$ cat src/rtl/ascp_pkg.sv
// Summary of operation
// - Frame: start, seven data, even parity, stop
// - Bit rate 9600, 19200 or 38400 selectable
// - Factory default rate is 9600 bps
// - Full duplex or shared-pair half duplex
// - Transmit driver floats when not sending
package ascp_pkg;
	localparam int unsigned CLK_HZ        = 25000000; // System clock rate
	localparam int unsigned OVS           = 16;       // Receive samples per bit
	localparam int unsigned BAUD_9600     = 9600;     // Slowest rate
	localparam int unsigned BAUD_19200    = 19200;    // Middle rate
	localparam int unsigned BAUD_38400    = 38400;    // Fastest rate
	localparam int unsigned DATA_BITS     = 7;        // ASCII data width
	localparam int unsigned FRAME_BITS    = 10;       // Start, data, parity, stop
	localparam int unsigned DIV_W         = 10;       // Tick divider width
	localparam int unsigned SMP_MID       = 7;        // Sample index at bit centre
	// Divider reload per rate, rounded down
	localparam logic [9:0] DIV_9600  = 10'(CLK_HZ / (BAUD_9600 * OVS) - 1);
	localparam logic [9:0] DIV_19200 = 10'(CLK_HZ / (BAUD_19200 * OVS) - 1);
	localparam logic [9:0] DIV_38400 = 10'(CLK_HZ / (BAUD_38400 * OVS) - 1);

	// Bit-rate selector values
	typedef enum logic [1:0] {
		ASCP_RATE_9600  = 2'h0,
		ASCP_RATE_19200 = 2'h1,
		ASCP_RATE_38400 = 2'h2
	} ascp_rate_type;

	localparam ascp_rate_type RATE_DEFAULT = ASCP_RATE_9600; // Factory setting

	// Duplex selector values
	typedef enum logic {
		ASCP_FULL_DUPLEX = 1'b0,
		ASCP_HALF_DUPLEX = 1'b1
	} ascp_duplex_type;

	// Received character with status
	typedef struct packed {
		logic [6:0] data;
		logic       parity_err;
		logic       frame_err;
	} ascp_rx_char_type;

	// Line pin bundle toward the transceivers
	typedef struct packed {
		logic tx_out;
		logic tx_oe;
	} ascp_line_type;

	// Even parity over seven data bits
	function automatic logic ascp_parity(input logic [6:0] d);
		ascp_parity = ^d;
	endfunction : ascp_parity
endpackage : ascp_pkg

$ cat src/rtl/ascp_tick_gen.sv
// Oversample tick generator at 16x the chosen bit rate
module ascp_tick_gen (
	input  wire logic                   clk_in,
	input  wire logic                   rst_n_in,
	input  wire logic                   en_in,
	input  wire ascp_pkg::ascp_rate_type rate_in,
	output logic                        tick_out
);
	import ascp_pkg::*;

	// Module state
	typedef struct packed {
		logic [DIV_W-1:0] cnt;
		logic             tick;
	} ascp_tick_state_type;

	ascp_tick_state_type st_r;  // Registered state
	ascp_tick_state_type st_nxt; // Next state
	logic [DIV_W-1:0]    reload; // Divider reload for rate

	// Select reload per rate
	always_comb begin
		unique case (rate_in)
			ASCP_RATE_19200: reload = DIV_19200;
			ASCP_RATE_38400: reload = DIV_38400;
			default:         reload = DIV_9600;  // Illegal codes fall back to 9600
		endcase
	end

	// Countdown and tick
	always_comb begin
		st_nxt      = st_r;
		st_nxt.tick = 1'b0;
		if (st_r.cnt == '0) begin
			st_nxt.cnt  = reload;
			st_nxt.tick = 1'b1;
		end else begin
			st_nxt.cnt = st_r.cnt - 1'b1;
		end
	end

	// State register
	always_ff @(posedge clk_in or negedge rst_n_in) begin
		if (!rst_n_in) begin
			st_r <= '0;
		end else if (en_in) begin
			st_r <= st_nxt;
		end
	end

	assign tick_out = st_r.tick;
endmodule : ascp_tick_gen

$ cat src/rtl/ascp_serial_port.sv
// Serial command port transceiver, 7E1 framing, floating transmitter
module ascp_serial_port (
	input  wire logic                      ref_clk_in,
	input  wire logic                      rst_n_in,
	input  wire logic                      clk_en_in,
	input  wire ascp_pkg::ascp_rate_type   bit_rate_select_param_in,
	input  wire ascp_pkg::ascp_duplex_type duplex_select_param_in,
	input  wire logic                      rxd_in,
	input  wire logic                      tx_valid_in,
	input  wire logic [6:0]                tx_data_in,
	output logic                           tx_ready_out,
	output logic                           txd_out,
	output logic                           txd_oe_out,
	output logic                           rx_valid_out,
	output ascp_pkg::ascp_rx_char_type     rx_char_out,
	output logic                           rx_err_out
);
	import ascp_pkg::*;

	// Transmit states, Gray along idle-start-data-parity-stop
	typedef enum logic [2:0] {
		TX_IDLE  = 3'h0,
		TX_START = 3'h1,
		TX_DATA  = 3'h3,
		TX_PAR   = 3'h2,
		TX_STOP  = 3'h6
	} ascp_tx_state_type;

	// Receive states, Gray along usual path
	typedef enum logic [2:0] {
		RX_IDLE  = 3'h0,
		RX_START = 3'h1,
		RX_DATA  = 3'h3,
		RX_PAR   = 3'h2,
		RX_STOP  = 3'h6
	} ascp_rx_state_type;

	// Whole module state
	typedef struct packed {
		logic [1:0]        rxd_sync;  // Receive pin synchroniser
		ascp_rate_type     rate;      // Latched rate
		ascp_duplex_type   duplex;    // Latched duplex mode
		ascp_tx_state_type tx_st;     // Transmit state
		logic [3:0]        tx_smp;    // Transmit tick count in bit
		logic [2:0]        tx_bit;    // Transmit data bit index
		logic [6:0]        tx_sh;     // Transmit shift register
		logic              tx_par;    // Transmit parity bit
		logic              txd;       // Line level
		logic              txd_oe;    // Driver enable
		logic              tx_ready;  // Ready for a character
		ascp_rx_state_type rx_st;     // Receive state
		logic [3:0]        rx_smp;    // Receive tick count in bit
		logic [2:0]        rx_bit;    // Receive data bit index
		logic [6:0]        rx_sh;     // Receive shift register
		logic              rx_par;    // Received parity bit
		logic              rx_valid;  // Character pulse
		ascp_rx_char_type  rx_char;   // Last character
		logic              rx_err;    // Error pulse
	} ascp_state_type;

	ascp_state_type st_r;   // Registered state
	ascp_state_type st_nxt; // Next state
	logic [1:0]     rst_sync_r; // Reset release stages, pin reset domain
	logic           rst_n;  // Synchronised reset
	logic           tick;   // Oversample tick
	logic           rxd_s;  // Synchronised, mode-gated receive level
	logic           last_smp_tx; // End of a transmit bit
	logic           last_smp_rx; // End of a receive bit

	// Reset release through two stages, kept out of the state word as it resets on the pin
	always_ff @(posedge ref_clk_in or negedge rst_n_in) begin
		if (!rst_n_in) begin
			rst_sync_r <= '0;
		end else if (clk_en_in) begin
			rst_sync_r <= {rst_sync_r[0], 1'b1};
		end
	end

	assign rst_n = rst_sync_r[1];

	// Bit-rate ticks
	ascp_tick_gen u_tick (
		.clk_in   (ref_clk_in),
		.rst_n_in (rst_n),
		.en_in    (clk_en_in),
		.rate_in  (st_r.rate),
		.tick_out (tick)
	);

	// In half duplex our own echo is ignored while driving
	assign rxd_s = (st_r.duplex == ASCP_HALF_DUPLEX && st_r.txd_oe) ? 1'b1 : st_r.rxd_sync[1];
	assign last_smp_tx = tick && (st_r.tx_smp == 4'(OVS - 1));
	assign last_smp_rx = tick && (st_r.rx_smp == 4'(OVS - 1));

	// Next-state logic for both directions
	always_comb begin
		st_nxt          = st_r;
		st_nxt.rxd_sync = {st_r.rxd_sync[0], rxd_in};
		st_nxt.rx_valid = 1'b0;
		st_nxt.rx_err   = 1'b0;
		// Parameters only change while both directions idle
		if (st_r.tx_st == TX_IDLE && st_r.rx_st == RX_IDLE) begin
			st_nxt.rate   = bit_rate_select_param_in;
			st_nxt.duplex = duplex_select_param_in;
		end
		if (tick) begin
			st_nxt.tx_smp = st_r.tx_smp + 1'b1;
		end
		// Transmitter
		unique case (st_r.tx_st)
			TX_IDLE: begin
				st_nxt.txd_oe   = 1'b0;
				st_nxt.txd      = 1'b1;
				st_nxt.tx_ready = 1'b1;
				if (tx_valid_in && st_r.tx_ready) begin
					st_nxt.tx_sh    = tx_data_in;
					st_nxt.tx_par   = ascp_parity(tx_data_in);
					st_nxt.tx_ready = 1'b0;
					st_nxt.tx_smp   = '0;
					st_nxt.tx_st    = TX_START;
					st_nxt.txd      = 1'b0;
					st_nxt.txd_oe   = 1'b1;
				end
			end
			TX_START: begin
				if (last_smp_tx) begin
					st_nxt.tx_st  = TX_DATA;
					st_nxt.tx_bit = '0;
					st_nxt.txd    = st_r.tx_sh[0];
				end
			end
			TX_DATA: begin
				if (last_smp_tx) begin
					if (st_r.tx_bit == 3'(DATA_BITS - 1)) begin
						st_nxt.tx_st = TX_PAR;
						st_nxt.txd   = st_r.tx_par;
					end else begin
						st_nxt.tx_bit = st_r.tx_bit + 1'b1;
						st_nxt.tx_sh  = {1'b0, st_r.tx_sh[6:1]};
						st_nxt.txd    = st_r.tx_sh[1];
					end
				end
			end
			TX_PAR: begin
				if (last_smp_tx) begin
					st_nxt.tx_st = TX_STOP;
					st_nxt.txd   = 1'b1;
				end
			end
			TX_STOP: begin
				if (last_smp_tx) begin
					st_nxt.tx_st  = TX_IDLE;
					st_nxt.txd_oe = 1'b0;
				end
			end
			default: begin
				st_nxt.tx_st  = TX_IDLE;
				st_nxt.txd_oe = 1'b0;
			end
		endcase
		// Receiver
		if (tick) begin
			st_nxt.rx_smp = st_r.rx_smp + 1'b1;
		end
		unique case (st_r.rx_st)
			RX_IDLE: begin
				if (!rxd_s) begin
					st_nxt.rx_st  = RX_START;
					st_nxt.rx_smp = '0;
				end
			end
			RX_START: begin
				if (tick && st_r.rx_smp == 4'(SMP_MID)) begin
					if (rxd_s) begin
						st_nxt.rx_st = RX_IDLE; // Glitch, not a start bit
					end
				end
				if (last_smp_rx) begin
					st_nxt.rx_st  = RX_DATA;
					st_nxt.rx_bit = '0;
				end
			end
			RX_DATA: begin
				if (tick && st_r.rx_smp == 4'(SMP_MID)) begin
					st_nxt.rx_sh = {rxd_s, st_r.rx_sh[6:1]};
				end
				if (last_smp_rx) begin
					if (st_r.rx_bit == 3'(DATA_BITS - 1)) begin
						st_nxt.rx_st = RX_PAR;
					end else begin
						st_nxt.rx_bit = st_r.rx_bit + 1'b1;
					end
				end
			end
			RX_PAR: begin
				if (tick && st_r.rx_smp == 4'(SMP_MID)) begin
					st_nxt.rx_par = rxd_s;
				end
				if (last_smp_rx) begin
					st_nxt.rx_st = RX_STOP;
				end
			end
			RX_STOP: begin
				// Finish at the stop-bit centre to catch back-to-back starts
				if (tick && st_r.rx_smp == 4'(SMP_MID)) begin
					st_nxt.rx_st              = RX_IDLE;
					st_nxt.rx_valid           = 1'b1;
					st_nxt.rx_char.data       = st_r.rx_sh;
					st_nxt.rx_char.parity_err = ascp_parity(st_r.rx_sh) != st_r.rx_par;
					st_nxt.rx_char.frame_err  = !rxd_s;
					st_nxt.rx_err = (ascp_parity(st_r.rx_sh) != st_r.rx_par) || !rxd_s;
				end
			end
			default: begin
				st_nxt.rx_st = RX_IDLE;
			end
		endcase
	end

	// State register, all but reset stages
	always_ff @(posedge ref_clk_in or negedge rst_n) begin
		if (!rst_n) begin
			st_r.rxd_sync <= 2'h3;
			st_r.rate     <= RATE_DEFAULT;
			st_r.duplex   <= ASCP_FULL_DUPLEX;
			st_r.tx_st    <= TX_IDLE;
			st_r.tx_smp   <= '0;
			st_r.tx_bit   <= '0;
			st_r.tx_sh    <= '0;
			st_r.tx_par   <= 1'b0;
			st_r.txd      <= 1'b1;
			st_r.txd_oe   <= 1'b0;
			st_r.tx_ready <= 1'b0;
			st_r.rx_st    <= RX_IDLE;
			st_r.rx_smp   <= '0;
			st_r.rx_bit   <= '0;
			st_r.rx_sh    <= '0;
			st_r.rx_par   <= 1'b0;
			st_r.rx_valid <= 1'b0;
			st_r.rx_char  <= '0;
			st_r.rx_err   <= 1'b0;
		end else if (clk_en_in) begin
			st_r.rxd_sync <= st_nxt.rxd_sync;
			st_r.rate     <= st_nxt.rate;
			st_r.duplex   <= st_nxt.duplex;
			st_r.tx_st    <= st_nxt.tx_st;
			st_r.tx_smp   <= st_nxt.tx_smp;
			st_r.tx_bit   <= st_nxt.tx_bit;
			st_r.tx_sh    <= st_nxt.tx_sh;
			st_r.tx_par   <= st_nxt.tx_par;
			st_r.txd      <= st_nxt.txd;
			st_r.txd_oe   <= st_nxt.txd_oe;
			st_r.tx_ready <= st_nxt.tx_ready;
			st_r.rx_st    <= st_nxt.rx_st;
			st_r.rx_smp   <= st_nxt.rx_smp;
			st_r.rx_bit   <= st_nxt.rx_bit;
			st_r.rx_sh    <= st_nxt.rx_sh;
			st_r.rx_par   <= st_nxt.rx_par;
			st_r.rx_valid <= st_nxt.rx_valid;
			st_r.rx_char  <= st_nxt.rx_char;
			st_r.rx_err   <= st_nxt.rx_err;
		end
	end

	// Outputs straight from flip-flops
	assign tx_ready_out = st_r.tx_ready;
	assign txd_out      = st_r.txd;
	assign txd_oe_out   = st_r.txd_oe;
	assign rx_valid_out = st_r.rx_valid;
	assign rx_char_out  = st_r.rx_char;
	assign rx_err_out   = st_r.rx_err;
endmodule : ascp_serial_port

$ cat config.mk
export PLATFORM = sky130hd
export DESIGN_NAME = ascp_serial_port
export DESIGN_NICKNAME = d
export VERILOG_FILES = /design/src/rtl/ascp_pkg.sv /design/src/rtl/ascp_tick_gen.sv /design/src/rtl/ascp_serial_port.sv
export SDC_FILE = /design/constraint.sdc
export NUM_CORES = 1
export LEC_CHECK = 0
export BUFFER_PORTS_ARGS = -buffer_cell sky130_fd_sc_hd__buf_2
export CORE_MARGIN = 5
export CORE_UTILIZATION = 54
export DETAILED_ROUTE_END_ITERATION = 16
export PLACE_DENSITY = 0.87
export REMOVE_ABC_BUFFERS = 1
export SYNTH_ARGS = -nofsm -noshare
export SYNTH_HDL_FRONTEND = slang
export SYNTH_SLANG_ARGS = --single-unit
export TNS_END_PERCENT = 5
$ cat constraint.sdc
create_clock -name ref_clk_in -period 2.05 [get_ports ref_clk_in]
set_input_delay 0.3075 -clock ref_clk_in [delete_from_list [all_inputs] [get_ports ref_clk_in]]
set_output_delay 0.3075 -clock ref_clk_in [all_outputs]
set_load 0.1 [all_outputs]
==> results of run 1 <==
-- final timing paths --
path | to | startpoint | slack [ns] | cells after the start
worst max register to register | st_r[33] | st_r[43] | 0.15 | 5
worst max-delay path | st_r[33] | st_r[43] | 0.15 | 5
worst min-delay path | st_r[50] | duplex_select_param_in | 0.19 | 2
worst min register to register | st_r[45] | rst_sync_r[1] | 0.29 | 1
max in group asynchronous | st_nxt[54] | rst_sync_r[1] | 1.43 | 1
min in group asynchronous | rst_sync_r[1] | rst_n_in | 0.27 | 2
-- worst max-delay path, delay by kind of cell (launching register included) --
kind | cells | cell delay (ns)
AND/OR/NAND/NOR | 2 | 0.50
multiplexers | 1 | 0.38
flip-flops | 1 | 0.41
AO/OA/AOI/OAI | 1 | 0.27
adder cells (fa/ha/maj) | 1 | 0.23
-- metal layers --
layer,track usage [%],up-vias
met5,0,-
met4,6.97,0
li1,-,1252
met2,26.7,61
met1,22.8,1261
met3,5.79,9
-- layout by cell type, fill, tap and decap left out, types with 3 or more instances in the layout --
| cell | count |
|---|---|
| xor2_1 | 7 |
| a21o_1 | 3 |
| a21oi_1 | 9 |
| buf_2 | 28 |
| o21ai_0 | 20 |
| mux2_2 | 28 |
| buf_4 | 7 |
| xnor2_1 | 14 |
| nor3_1 | 7 |
| dfrtp_1 | 64 |
| clkbuf_8 | 10 |
| dfstp_2 | 3 |
| ha_1 | 10 |
| or2_2 | 4 |
| nand3_1 | 4 |
| inv_6 | 3 |
| nor2_1 | 24 |
| nand2b_1 | 5 |
| nand4_1 | 7 |
| nand2_1 | 43 |
| mux2_4 | 3 |
| o41ai_1 | 3 |
| nor2b_1 | 4 |
| o31ai_1 | 4 |
| inv_1 | 11 |
-- cell families (layout without fill, tap and decap cells) --
family	after synthesis	after routing	synth area share [%]
mux	32	32	10.4
fa+ha+maj	10	10	3.50
buf+inv	34	66	5.25
compound gates	63	63	11.9
flops	68	68	47.7
simple gates	115	115	16.1
xor+xnor	21	21	5.15
-- synth_stat cells (2+ instances only) --
cell type	n	share of area [%]
buf_4	10	2.1
nor2_1	24	2.5
o21ai_0	20	2.8
xor2_1	7	1.7
a21boi_0	2	0.42
or2_2	4	0.70
o41ai_1	3	0.74
a21oi_1	9	1.3
nor3_1	7	0.98
a21o_1	3	0.63
mux2_2	28	8.8
nand2_1	43	4.5
nor2b_1	4	0.70
a41oi_1	2	0.49
mux2_4	3	1.3
and3_1	2	0.35
nand4_1	7	1.2
o2bb2ai_1	2	0.49
clkbuf_1	6	0.63
xnor2_1	14	3.4
nand3_1	4	0.56
and3b_1	2	0.49
a31oi_1	2	0.35
ha_1	10	3.5
dfrtp_1	65	46
inv_1	11	1.2
buf_2	2	0.28
and4_1	2	0.49
dfstp_2	3	2.2
a22oi_1	2	0.42
o31ai_1	4	0.84
nand2b_1	5	0.88
and2_1	2	0.35
-- final cells by class --
cell class,count,area (sq um),share of cell area [%]
sequential,68,1710,43.3
multi-input combinational,241,1680,42.7
timing repair buffer,37,223,5.65
clock buffer,10,138,3.49
tap,77,96.3,2.45
inverter,13,48.8,1.24
clock inverter,6,46.3,1.18
-- per-stage QoR --
stage | hold slack, ns | area [sq um] | total power, W | std cells | util [%]
floorplan | 0.0119 | 3430 | 0.00271 | 322 | -
global placement | 0.0916 | 3740 | 0.00294 | 435 | 58.6
detailed placement | 0.0952 | 3740 | 0.00300 | 435 | 58.6
CTS | 0.175 | 3940 | 0.00405 | 452 | 61.7
global route | 0.187 | 3940 | 0.00428 | 452 | 61.7
finish | 0.194 | 3940 | 0.00402 | 452 | 61.7
-- sequential cells by signal, indices dropped and copies added (netlist names) --
name and count:
st_r 40, u_tick.st_r 10, rx_char_out 9, rst_sync_r 2, rx_err_out 1, rx_valid_out 1
st_nxt 1, tx_ready_out 1, txd_oe_out 1, txd_out 1, u_tick.tick_out 1
-- power by group through the flow --
| stage | clock, W | sequential (W) | combinational (W) |
|---|---|---|---|
| 2_1_floorplan | 0 | 0.00201 | 0.000699 |
| 3_3_place_gp | 0 | 0.00184 | 0.00110 |
| 3_5_place_dp | 0 | 0.00186 | 0.00115 |
| 4_1_cts | 0.00106 | 0.00183 | 0.00115 |
| 5_1_grt | 0.00112 | 0.00188 | 0.00127 |
| 6_report | 0.00103 | 0.00184 | 0.00116 |
==> flow_metrics.env, run 1 <==
export IMPL_grt_antenna_before_repair=0
export IMPL_fin_crit_ns=1.90
export IMPL_fmax_ghz=0.527
export IMPL_nets=395
export IMPL_cap_violations=0
export IMPL_ctsHtreeMaxLevel=3
export IMPL_synth_area_sq_um=3570
export IMPL_antenna_cells=0
export IMPL_critPathArrivalTime_ns=2.14
export IMPL_p_comb_share_pct=28.7
export IMPL_drt_pass1_iter_count=4
export IMPL_crit_path_end_kind="register"
export IMPL_slowest_stage="dfrtp_1"
export IMPL_leakage_nw=1.82
export IMPL_setup_viol=0
export IMPL_report_final_slew_viol_count=0
export IMPL_synth_seq_cells=68
export IMPL_fin_crit_sh_pct=92.5
export IMPL_hold_violations=0
export IMPL_grt_max_degree=67
export IMPL_pwr_share_seq_pct=45.7
export IMPL_cts_buffers=9
export IMPL_drt_iter0_markers=129
export IMPL_synth_seq_area_share_pct=47.7
export IMPL_synth_area_per_cell_sq_um=10.4
export IMPL_cpPeakStageDelay_ns=0.41
export IMPL_dieHeight_um=91.3
export IMPL_antenna_left=0
export IMPL_wl_per_cell_um=14.9
export IMPL_slew_limit_headroom_pct=65.3
export IMPL_outcome="completed"
export IMPL_die_w_um=91.3
export IMPL_drive_gt1_share_pct=26.1
export IMPL_via_per_inst=5.71
export IMPL_synth_edf_count=0
export IMPL_wl_met2_um=3250
export IMPL_irDropWorstVdd_mv=1.01
export IMPL_rsz0062_at_grt="false"
export IMPL_wl_met1_um=3080
export IMPL_rows=29
export IMPL_yosysUniqueCellTypes=62
export IMPL_intPower_w=0.00252
export IMPL_cts_sinks=68
export IMPL_dieArea_sq_um=8340
export IMPL_fin_ws_ns=0.153
export IMPL_start_util_pct=56.0
export IMPL_p_sw_share_pct=37.3
export IMPL_wl_um=6750
export IMPL_grt_util_all_layers_pct=17.4
export IMPL_hold_path_class="input port to register"
export IMPL_clockRootBuffer="clkbuf_8"
export IMPL_gp_congestion=0.863
export IMPL_cts_tree="yes"
export IMPL_ctsHoldBuffers=1
export IMPL_insertion_delay_ns=0.35
export IMPL_io_buffers=28
export IMPL_p_switching_w=0.00150
export IMPL_crit_path_max_fanout=7
export IMPL_synth_warnings=0
export IMPL_remaining_drc_errors=0
export IMPL_dr_total_vias=2583
export IMPL_clkPwrFrac_pct=25.6
export IMPL_grt_pass1_vias=2547
export IMPL_fillers=508
export IMPL_cts_resized=0
export IMPL_dp_hpwl_um=4850
export IMPL_cp_start_kind="register"
export IMPL_place_ws_ns=0.156
export IMPL_fin_tns_setup_ns=0
export IMPL_grt_first_pass_wirelength_um=11800
export IMPL_ioPinCount=29
export IMPL_criticalPathCategory="register to register"
export IMPL_worst_pin_slew_ns=0.517
export IMPL_top_layer="met4"
export IMPL_fin_skew_ns=0.00995
export IMPL_overflow=0
export IMPL_synthCells=343
export IMPL_area_growth_pct=10.2
export IMPL_cts_max_path_buffers=2
export IMPL_postCtsSetupBuffers=0
export IMPL_met3_length_um=299
export IMPL_crit_chain="ha_1, and4_2, a32o_1, nand2_1, mux2_2"
export IMPL_async_reset_ff_share_pct=100
export IMPL_power_density_nw_per_um2=1020
export IMPL_fp_coreArea_sq_um=6390
export IMPL_synthFlopType="dfrtp_1"
export IMPL_crit_required_ns=2.29
export IMPL_clk_pin_slew_ns=0.08
Power figures use the tool's default switching activity.
==> run 2, diff against run 1 <==
CORE_MARGIN = unset   (was 5)
CORE_UTILIZATION = 60   (was 54)
PLACE_DENSITY = 0.86   (was 0.87)
clock period = 2.2 ns   (was 2.05 ns; I/O delays follow)
==> flow_metrics.env, run 2 (synthesis gave the netlist of run 1 again) <==
export IMPL_antenna_cells=0
export IMPL_dieHeight_um=79.2
export IMPL_rows=27
export IMPL_placed_cells=429
export IMPL_critPathArrivalTime_ns=2.13
export IMPL_dp_hpwl_um=4900
export IMPL_irDropWorstVdd_mv=0.841
export IMPL_final_cell_mix="dfrtp_1, nand2_1, mux2_2, buf_2, nor2_1"
export IMPL_pwr_share_seq_pct=43.4
export IMPL_crit_required_ns=2.44
export IMPL_clkPwrFrac_pct=29.7
export IMPL_grt_antenna_before_repair=0
export IMPL_place_ws_ns=0.322
export IMPL_cpPeakStageDelay_ns=0.41
export IMPL_fin_crit_sh_pct=85.9
export IMPL_clk_pin_slew_ns=0.07
export IMPL_grt_max_degree=44
export IMPL_wl_um=7070
export IMPL_cts_max_path_buffers=2
export IMPL_fin_crit_ns=1.89
export IMPL_clockRootBuffer="clkbuf_8"
export IMPL_fmax_ghz=0.529
export IMPL_fin_tns_setup_ns=0
export IMPL_path_buf_inv=0
export IMPL_io_buffers=28
export IMPL_via_per_inst=5.94
export IMPL_report_final_slew_viol_count=0
export IMPL_criticalPathCategory="register to register"
export IMPL_power_density_nw_per_um2=997
export IMPL_dieArea_sq_um=6270
export IMPL_r2r_slack_ns=0.31
export IMPL_outcome="completed"
export IMPL_intPower_w=0.00255
export IMPL_crit_path_max_fanout=7
export IMPL_remaining_drc_errors=0
export IMPL_leakage_nw=1.84
export IMPL_drt_iter0_markers=177
export IMPL_crit_path_end_kind="register"
export IMPL_overflow=0
export IMPL_ioPinCount=29
export IMPL_fp_coreArea_sq_um=5610
export IMPL_cts_resized=0
export IMPL_ctsHtreeMaxLevel=3
export IMPL_p_comb_share_pct=26.9
export IMPL_final_cells=446
export IMPL_rsz0062_at_grt="false"
export IMPL_cts_buffers=9
export IMPL_dr_total_vias=2651
export IMPL_hold_violations=0
export IMPL_grt_pass1_vias=2623
export IMPL_drive_gt1_share_pct=25.9
export IMPL_start_util_pct=63.7
export IMPL_fin_skew_ns=0.00807
export IMPL_slew_limit_headroom_pct=62.4
export IMPL_nets=394
export IMPL_top_register="st_r"
export IMPL_hold_path_class="input port to register"
export IMPL_area_growth_pct=11.0
export IMPL_gp_congestion=0.881
export IMPL_hold_ws_ns=0.199
export IMPL_fin_ws_ns=0.310
export IMPL_wl_per_cell_um=15.8
export IMPL_crit_chain="ha_1, and4_2, a32o_1, nand2_1, mux2_2"
export IMPL_die_w_um=79.2
export IMPL_antenna_left=0
export IMPL_final_common_cell="dfrtp_1"
export IMPL_cts_tree="yes"
export IMPL_drt_pass1_iter_count=5
export IMPL_p_sw_share_pct=35.4
export IMPL_critPathTopFamily="simple AND/OR/NAND/NOR gates"
export IMPL_cp_start_kind="register"
export IMPL_grt_first_pass_wirelength_um=12000
export IMPL_cap_violations=0
export IMPL_setup_viol=0
export IMPL_worst_pin_slew_ns=0.560
export IMPL_largest_reg_flops=40
export IMPL_p_switching_w=0.00140
export IMPL_insertion_delay_ns=0.36
export IMPL_grt_util_all_layers_pct=25.0
export IMPL_slowest_stage="dfrtp_1"
export IMPL_cts_sinks=68
==> run 2: cell types whose count changed in the layout (fill, tap and decap cells not counted), sizes merged <==
| cell | change |
|---|---|
| bufinv | +2 |
| inv | -2 |
| buf | -1 |
| clkinv | +1 |
| clkinvlp | -1 |
==> run 2: stage by stage <==
step / power, W / util [%] / cell area, sq um
detailed placement: 0.00278 / 66.5 / 3730
finish: 0.00395 / 70.7 / 3970
floorplan: 0.00252 / - / 3430
CTS: 0.00396 / 70.7 / 3970
global placement: 0.00273 / 66.5 / 3730
global route: 0.00415 / 70.7 / 3970
==> run 2: timing repair <==
action,CTS,global route
endpoints found under the hold margin,2,0
setup buffers,0,0
hold buffers,1,0
==> run 2: area by class of cell <==
| class | count | area (sq um) |
|---|---|---|
| clock buffer | 10 | 138 |
| clock inverter | 6 | 86.3 |
| fill | 405 | 1640 |
| inverter | 13 | 48.8 |
| multi-input combinational | 241 | 1680 |
| sequential | 68 | 1710 |
| tap | 72 | 90.1 |
| timing repair buffer | 36 | 215 |
==> run 2: power groups by stage <==
stage	Clock, W	Combinational [W]	Sequential, W
after floorplan	0	0.000652	0.00187
after global placement	0	0.00101	0.00172
after detailed placement	0	0.00105	0.00174
after CTS	0.00119	0.00106	0.00171
after global routing	0.00124	0.00116	0.00175
final	0.00117	0.00106	0.00172
==> run 2: path summary, 6_finish.rpt <==
kind | from | end | cells after the start
max | st_r[43] | st_r[33] | 5
min | bit_rate_select_param_in[0] | st_r[51] | 2
max reg2reg | st_r[43] | st_r[33] | 5
min reg2reg | rst_sync_r[1] | st_r[15] | 0
max in group asynchronous | rst_sync_r[1] | st_nxt[54] | 1
min in group asynchronous | rst_sync_r[1] | st_r[15] | 0
==> run 2: worst register-to-register path: cells and delay by family, from the launching register on <==
kind            cells  cell delay, ns
flops               1            0.41
simple gates        2            0.49
compound gates      1            0.26
fa+ha+maj           1            0.24
mux                 1            0.38
==> run 2: layer usage <==
layer  vias up  GRT usage, %  part of all wire [%]
li1       1250             -                     -
met3        17          5.17                   4.9
met1      1305          32.4                    45
met4         0          12.9                   2.0
met2        79          39.5                    48
met5         -             0                     0
==> run 3, diff against run 2 <==
SYNTH_HIERARCHICAL = 1   (was unset)
==> flow_metrics.env, run 3 <==
export IMPL_clk_pin_slew_ns=0.08
export IMPL_worstReg2RegEnd="st_r[37]"
export IMPL_r2r_slack_ns=0.23
export IMPL_io_buffers=28
export IMPL_synth_simple_gate_area_share_pct=16.5
export IMPL_cts_max_path_buffers=2
export IMPL_p_comb_share_pct=20.5
export IMPL_remaining_drc_errors=0
export IMPL_crit_required_ns=2.44
export IMPL_die_w_um=79.6
export IMPL_fp_coreArea_sq_um=5640
export IMPL_cp_start_kind="register"
export IMPL_fin_skew_ns=0.00939
export IMPL_fin_util_pct=70.9
export IMPL_placed_area_sq_um=3760
export IMPL_via_per_inst=5.89
export IMPL_ctsHtreeMaxLevel=3
export IMPL_report_final_slew_viol_count=0
export IMPL_outcome="completed"
export IMPL_top_register="st_r"
export IMPL_multiInputGateArea_sq_um=1720
export IMPL_p_switching_w=0.00110
export IMPL_worst_pin_slew_ns=0.605
export IMPL_area_growth_pct=10.6
export IMPL_synth_area_per_cell_sq_um=10.5
export IMPL_crit_path_max_fanout=7
export IMPL_leakage_nw=1.80
export IMPL_hold_violations=0
export IMPL_drt_pass1_iter_count=4
export IMPL_post_route_cell_area_sq_um=4000
export IMPL_grt_antenna_before_repair=0
export IMPL_intPower_w=0.00236
export IMPL_yosysMostFrequentCell="dfrtp_1"
export IMPL_setup_viol=0
export IMPL_largest_reg_flops=40
export IMPL_cts_tree="yes"
export IMPL_power_w=0.00347
export IMPL_synth_top_cell_by_area="dfrtp_1"
export IMPL_wl_met2_um=3250
export IMPL_rsz0062_at_grt="false"
export IMPL_start_util_pct=64.1
export IMPL_clkPwrFrac_pct=33.0
export IMPL_reg2reg_depth=7
export IMPL_synth_fa_ha_area_share_pct=3.46
export IMPL_p_sw_share_pct=31.8
export IMPL_irDropWorstVdd_mv=0.584
export IMPL_dieHeight_um=79.6
export IMPL_drt_iter0_markers=122
export IMPL_seq_area_sq_um=1710
export IMPL_grt_pass1_vias=2621
export IMPL_synth_xor_area_share_pct=3.87
export IMPL_fin_crit_ns=1.97
export IMPL_cts_buffers=9
export IMPL_insertion_delay_ns=0.35
export IMPL_fillers=426
export IMPL_power_density_nw_per_um2=867
export IMPL_cap_violations=0
export IMPL_muxShareOfSynthArea_pct=10.5
export IMPL_wl_per_cell_um=15.0
export IMPL_pwr_share_seq_pct=46.6
export IMPL_synth_warnings=6
export IMPL_fmax_ghz=0.507
export IMPL_synth_top_cells_by_count="dfrtp_1, mux2_2, nand2_1"
export IMPL_grt_util_all_layers_pct=23.8
export IMPL_cts_sinks=68
export IMPL_final_cell_mix="dfrtp_1, mux2_2, nand2_1, buf_2, o21ai_0"
export IMPL_yosysUniqueCellTypes=54
export IMPL_slew_limit_headroom_pct=59.7
export IMPL_hold_path_class="register to async pin"
export IMPL_synthFlopType="dfrtp_1"
export IMPL_synthTopCellsByArea="dfrtp_1, mux2_2, ha_1"
export IMPL_critPathArrivalTime_ns=2.21
export IMPL_drive_gt1_share_pct=26.5
export IMPL_synth_top_family_by_area="simple AND/OR/NAND/NOR gates"
export IMPL_crit_path_end_kind="register"
export IMPL_fin_crit_sh_pct=89.6
export IMPL_antenna_left=0
export IMPL_synth_seq_area_share_pct=47.1
export IMPL_criticalPathCategory="register to register"
export IMPL_dp_hpwl_um=4730
export IMPL_synth_seq_cells=68
export IMPL_synth_area_sq_um=3620
export IMPL_r2r_start="st_r[40]"
export IMPL_met3_length_um=346
export IMPL_grt_first_pass_wirelength_um=11500
export IMPL_grt_max_degree=50
export IMPL_critPathCapture="st_r[37]"
export IMPL_synth_compound_area_share_pct=13.2
export IMPL_async_reset_ff_share_pct=100
export IMPL_nets=393
export IMPL_antenna_cells=0
export IMPL_synth_largest_type_area_fraction_pct=45.0
export IMPL_dr_total_vias=2620
export IMPL_clockRootBuffer="clkbuf_8"
export IMPL_hold_ws_ns=0.188
export IMPL_cp_startpoint="st_r[40]"
export IMPL_wl_um=6690
export IMPL_ioPinCount=29
export IMPL_gp_congestion=0.793
export IMPL_top_layer="met4"
export IMPL_rows=27
export IMPL_final_common_cell="dfrtp_1"
export IMPL_synth_edf_count=0
export IMPL_overflow=0
export IMPL_dieArea_sq_um=6340
export IMPL_synthCells=345
export IMPL_wl_met1_um=2970
[run 3: kinds of logic after synthesis]
logic type               after synthesis
multiplexers                          34
adder cells (fa/ha/maj)               10
AO/OA/AOI/OAI                         72
flip-flops                            68
buffers and inverters                 37
AND/OR/NAND/NOR                      108
XOR/XNOR                              16
[run 3: worst max-delay path: stages, from the launching register on]
cell and delay (ns):
dfrtp_1 0.40, inv_1 0.06, ha_1 0.24, a21boi_0 0.24
a31oi_1 0.18, nor3b_4 0.21, buf_4 0.18, mux2_2 0.34
[run 3: cell type report]
class | count | area share [%]
inverter | 12 | 1.13
clock inverter | 7 | 2.53
clock buffer | 9 | 3.10
tap | 72 | 2.25
multi-input combinational | 240 | 43.1
sequential | 68 | 42.7
timing repair buffer | 37 | 5.26
[run 3: how the worst min path moves through the flow]
stage	from	to	slack (ns)	cells past startpoint
6_report	rst_sync_r[1]	st_r[13]	0.19	0
5_1_grt	bit_rate_select_param_in[0]	st_r[51]	0.20	2
4_1_cts	rst_sync_r[1]	rx_char_out[2]	0.20	0
3_5_place_dp	rst_n_in	rst_sync_r[0]	0.12	1
3_3_place_gp	rst_n_in	rst_sync_r[0]	0.12	1
2_1_floorplan	rst_n_in	rst_sync_r[0]	0.03	0
[run 3: timing repair]
action	4_1_cts	5_1_grt
hold endpoints to repair	2	0
resized for setup	0	0
buffers inserted	0	1
setup endpoints to repair	0	7
hold buffers	1	0
[run 3: routing by layer]
layer | GRT usage (%) | vias to the layer above
met1 | 27.9 | 1291
met2 | 40.5 | 59
met4 | 8.55 | 0
met5 | 0 | -
met3 | 8.00 | 13
li1 | - | 1257
[run 3: stage by stage]
stage,cells,setup TNS (ns),setup slack (ns)
finish,445,0,0.228
global route,445,0,0.0497
CTS,444,0,0.157
detailed placement,427,0,0.170
global placement,427,0,0.250
floorplan,320,-0.499,-0.0713
[run 3: power by group through the flow]
stage / combinational, W / clock, W / sequential [W]
final: 0.000710 / 0.00114 / 0.00161
after global routing: 0.000773 / 0.00122 / 0.00164
after CTS: 0.000709 / 0.00116 / 0.00161
after detailed placement: 0.000706 / 0 / 0.00163
after global placement: 0.000680 / 0 / 0.00162
after floorplan: 0.000367 / 0 / 0.00178
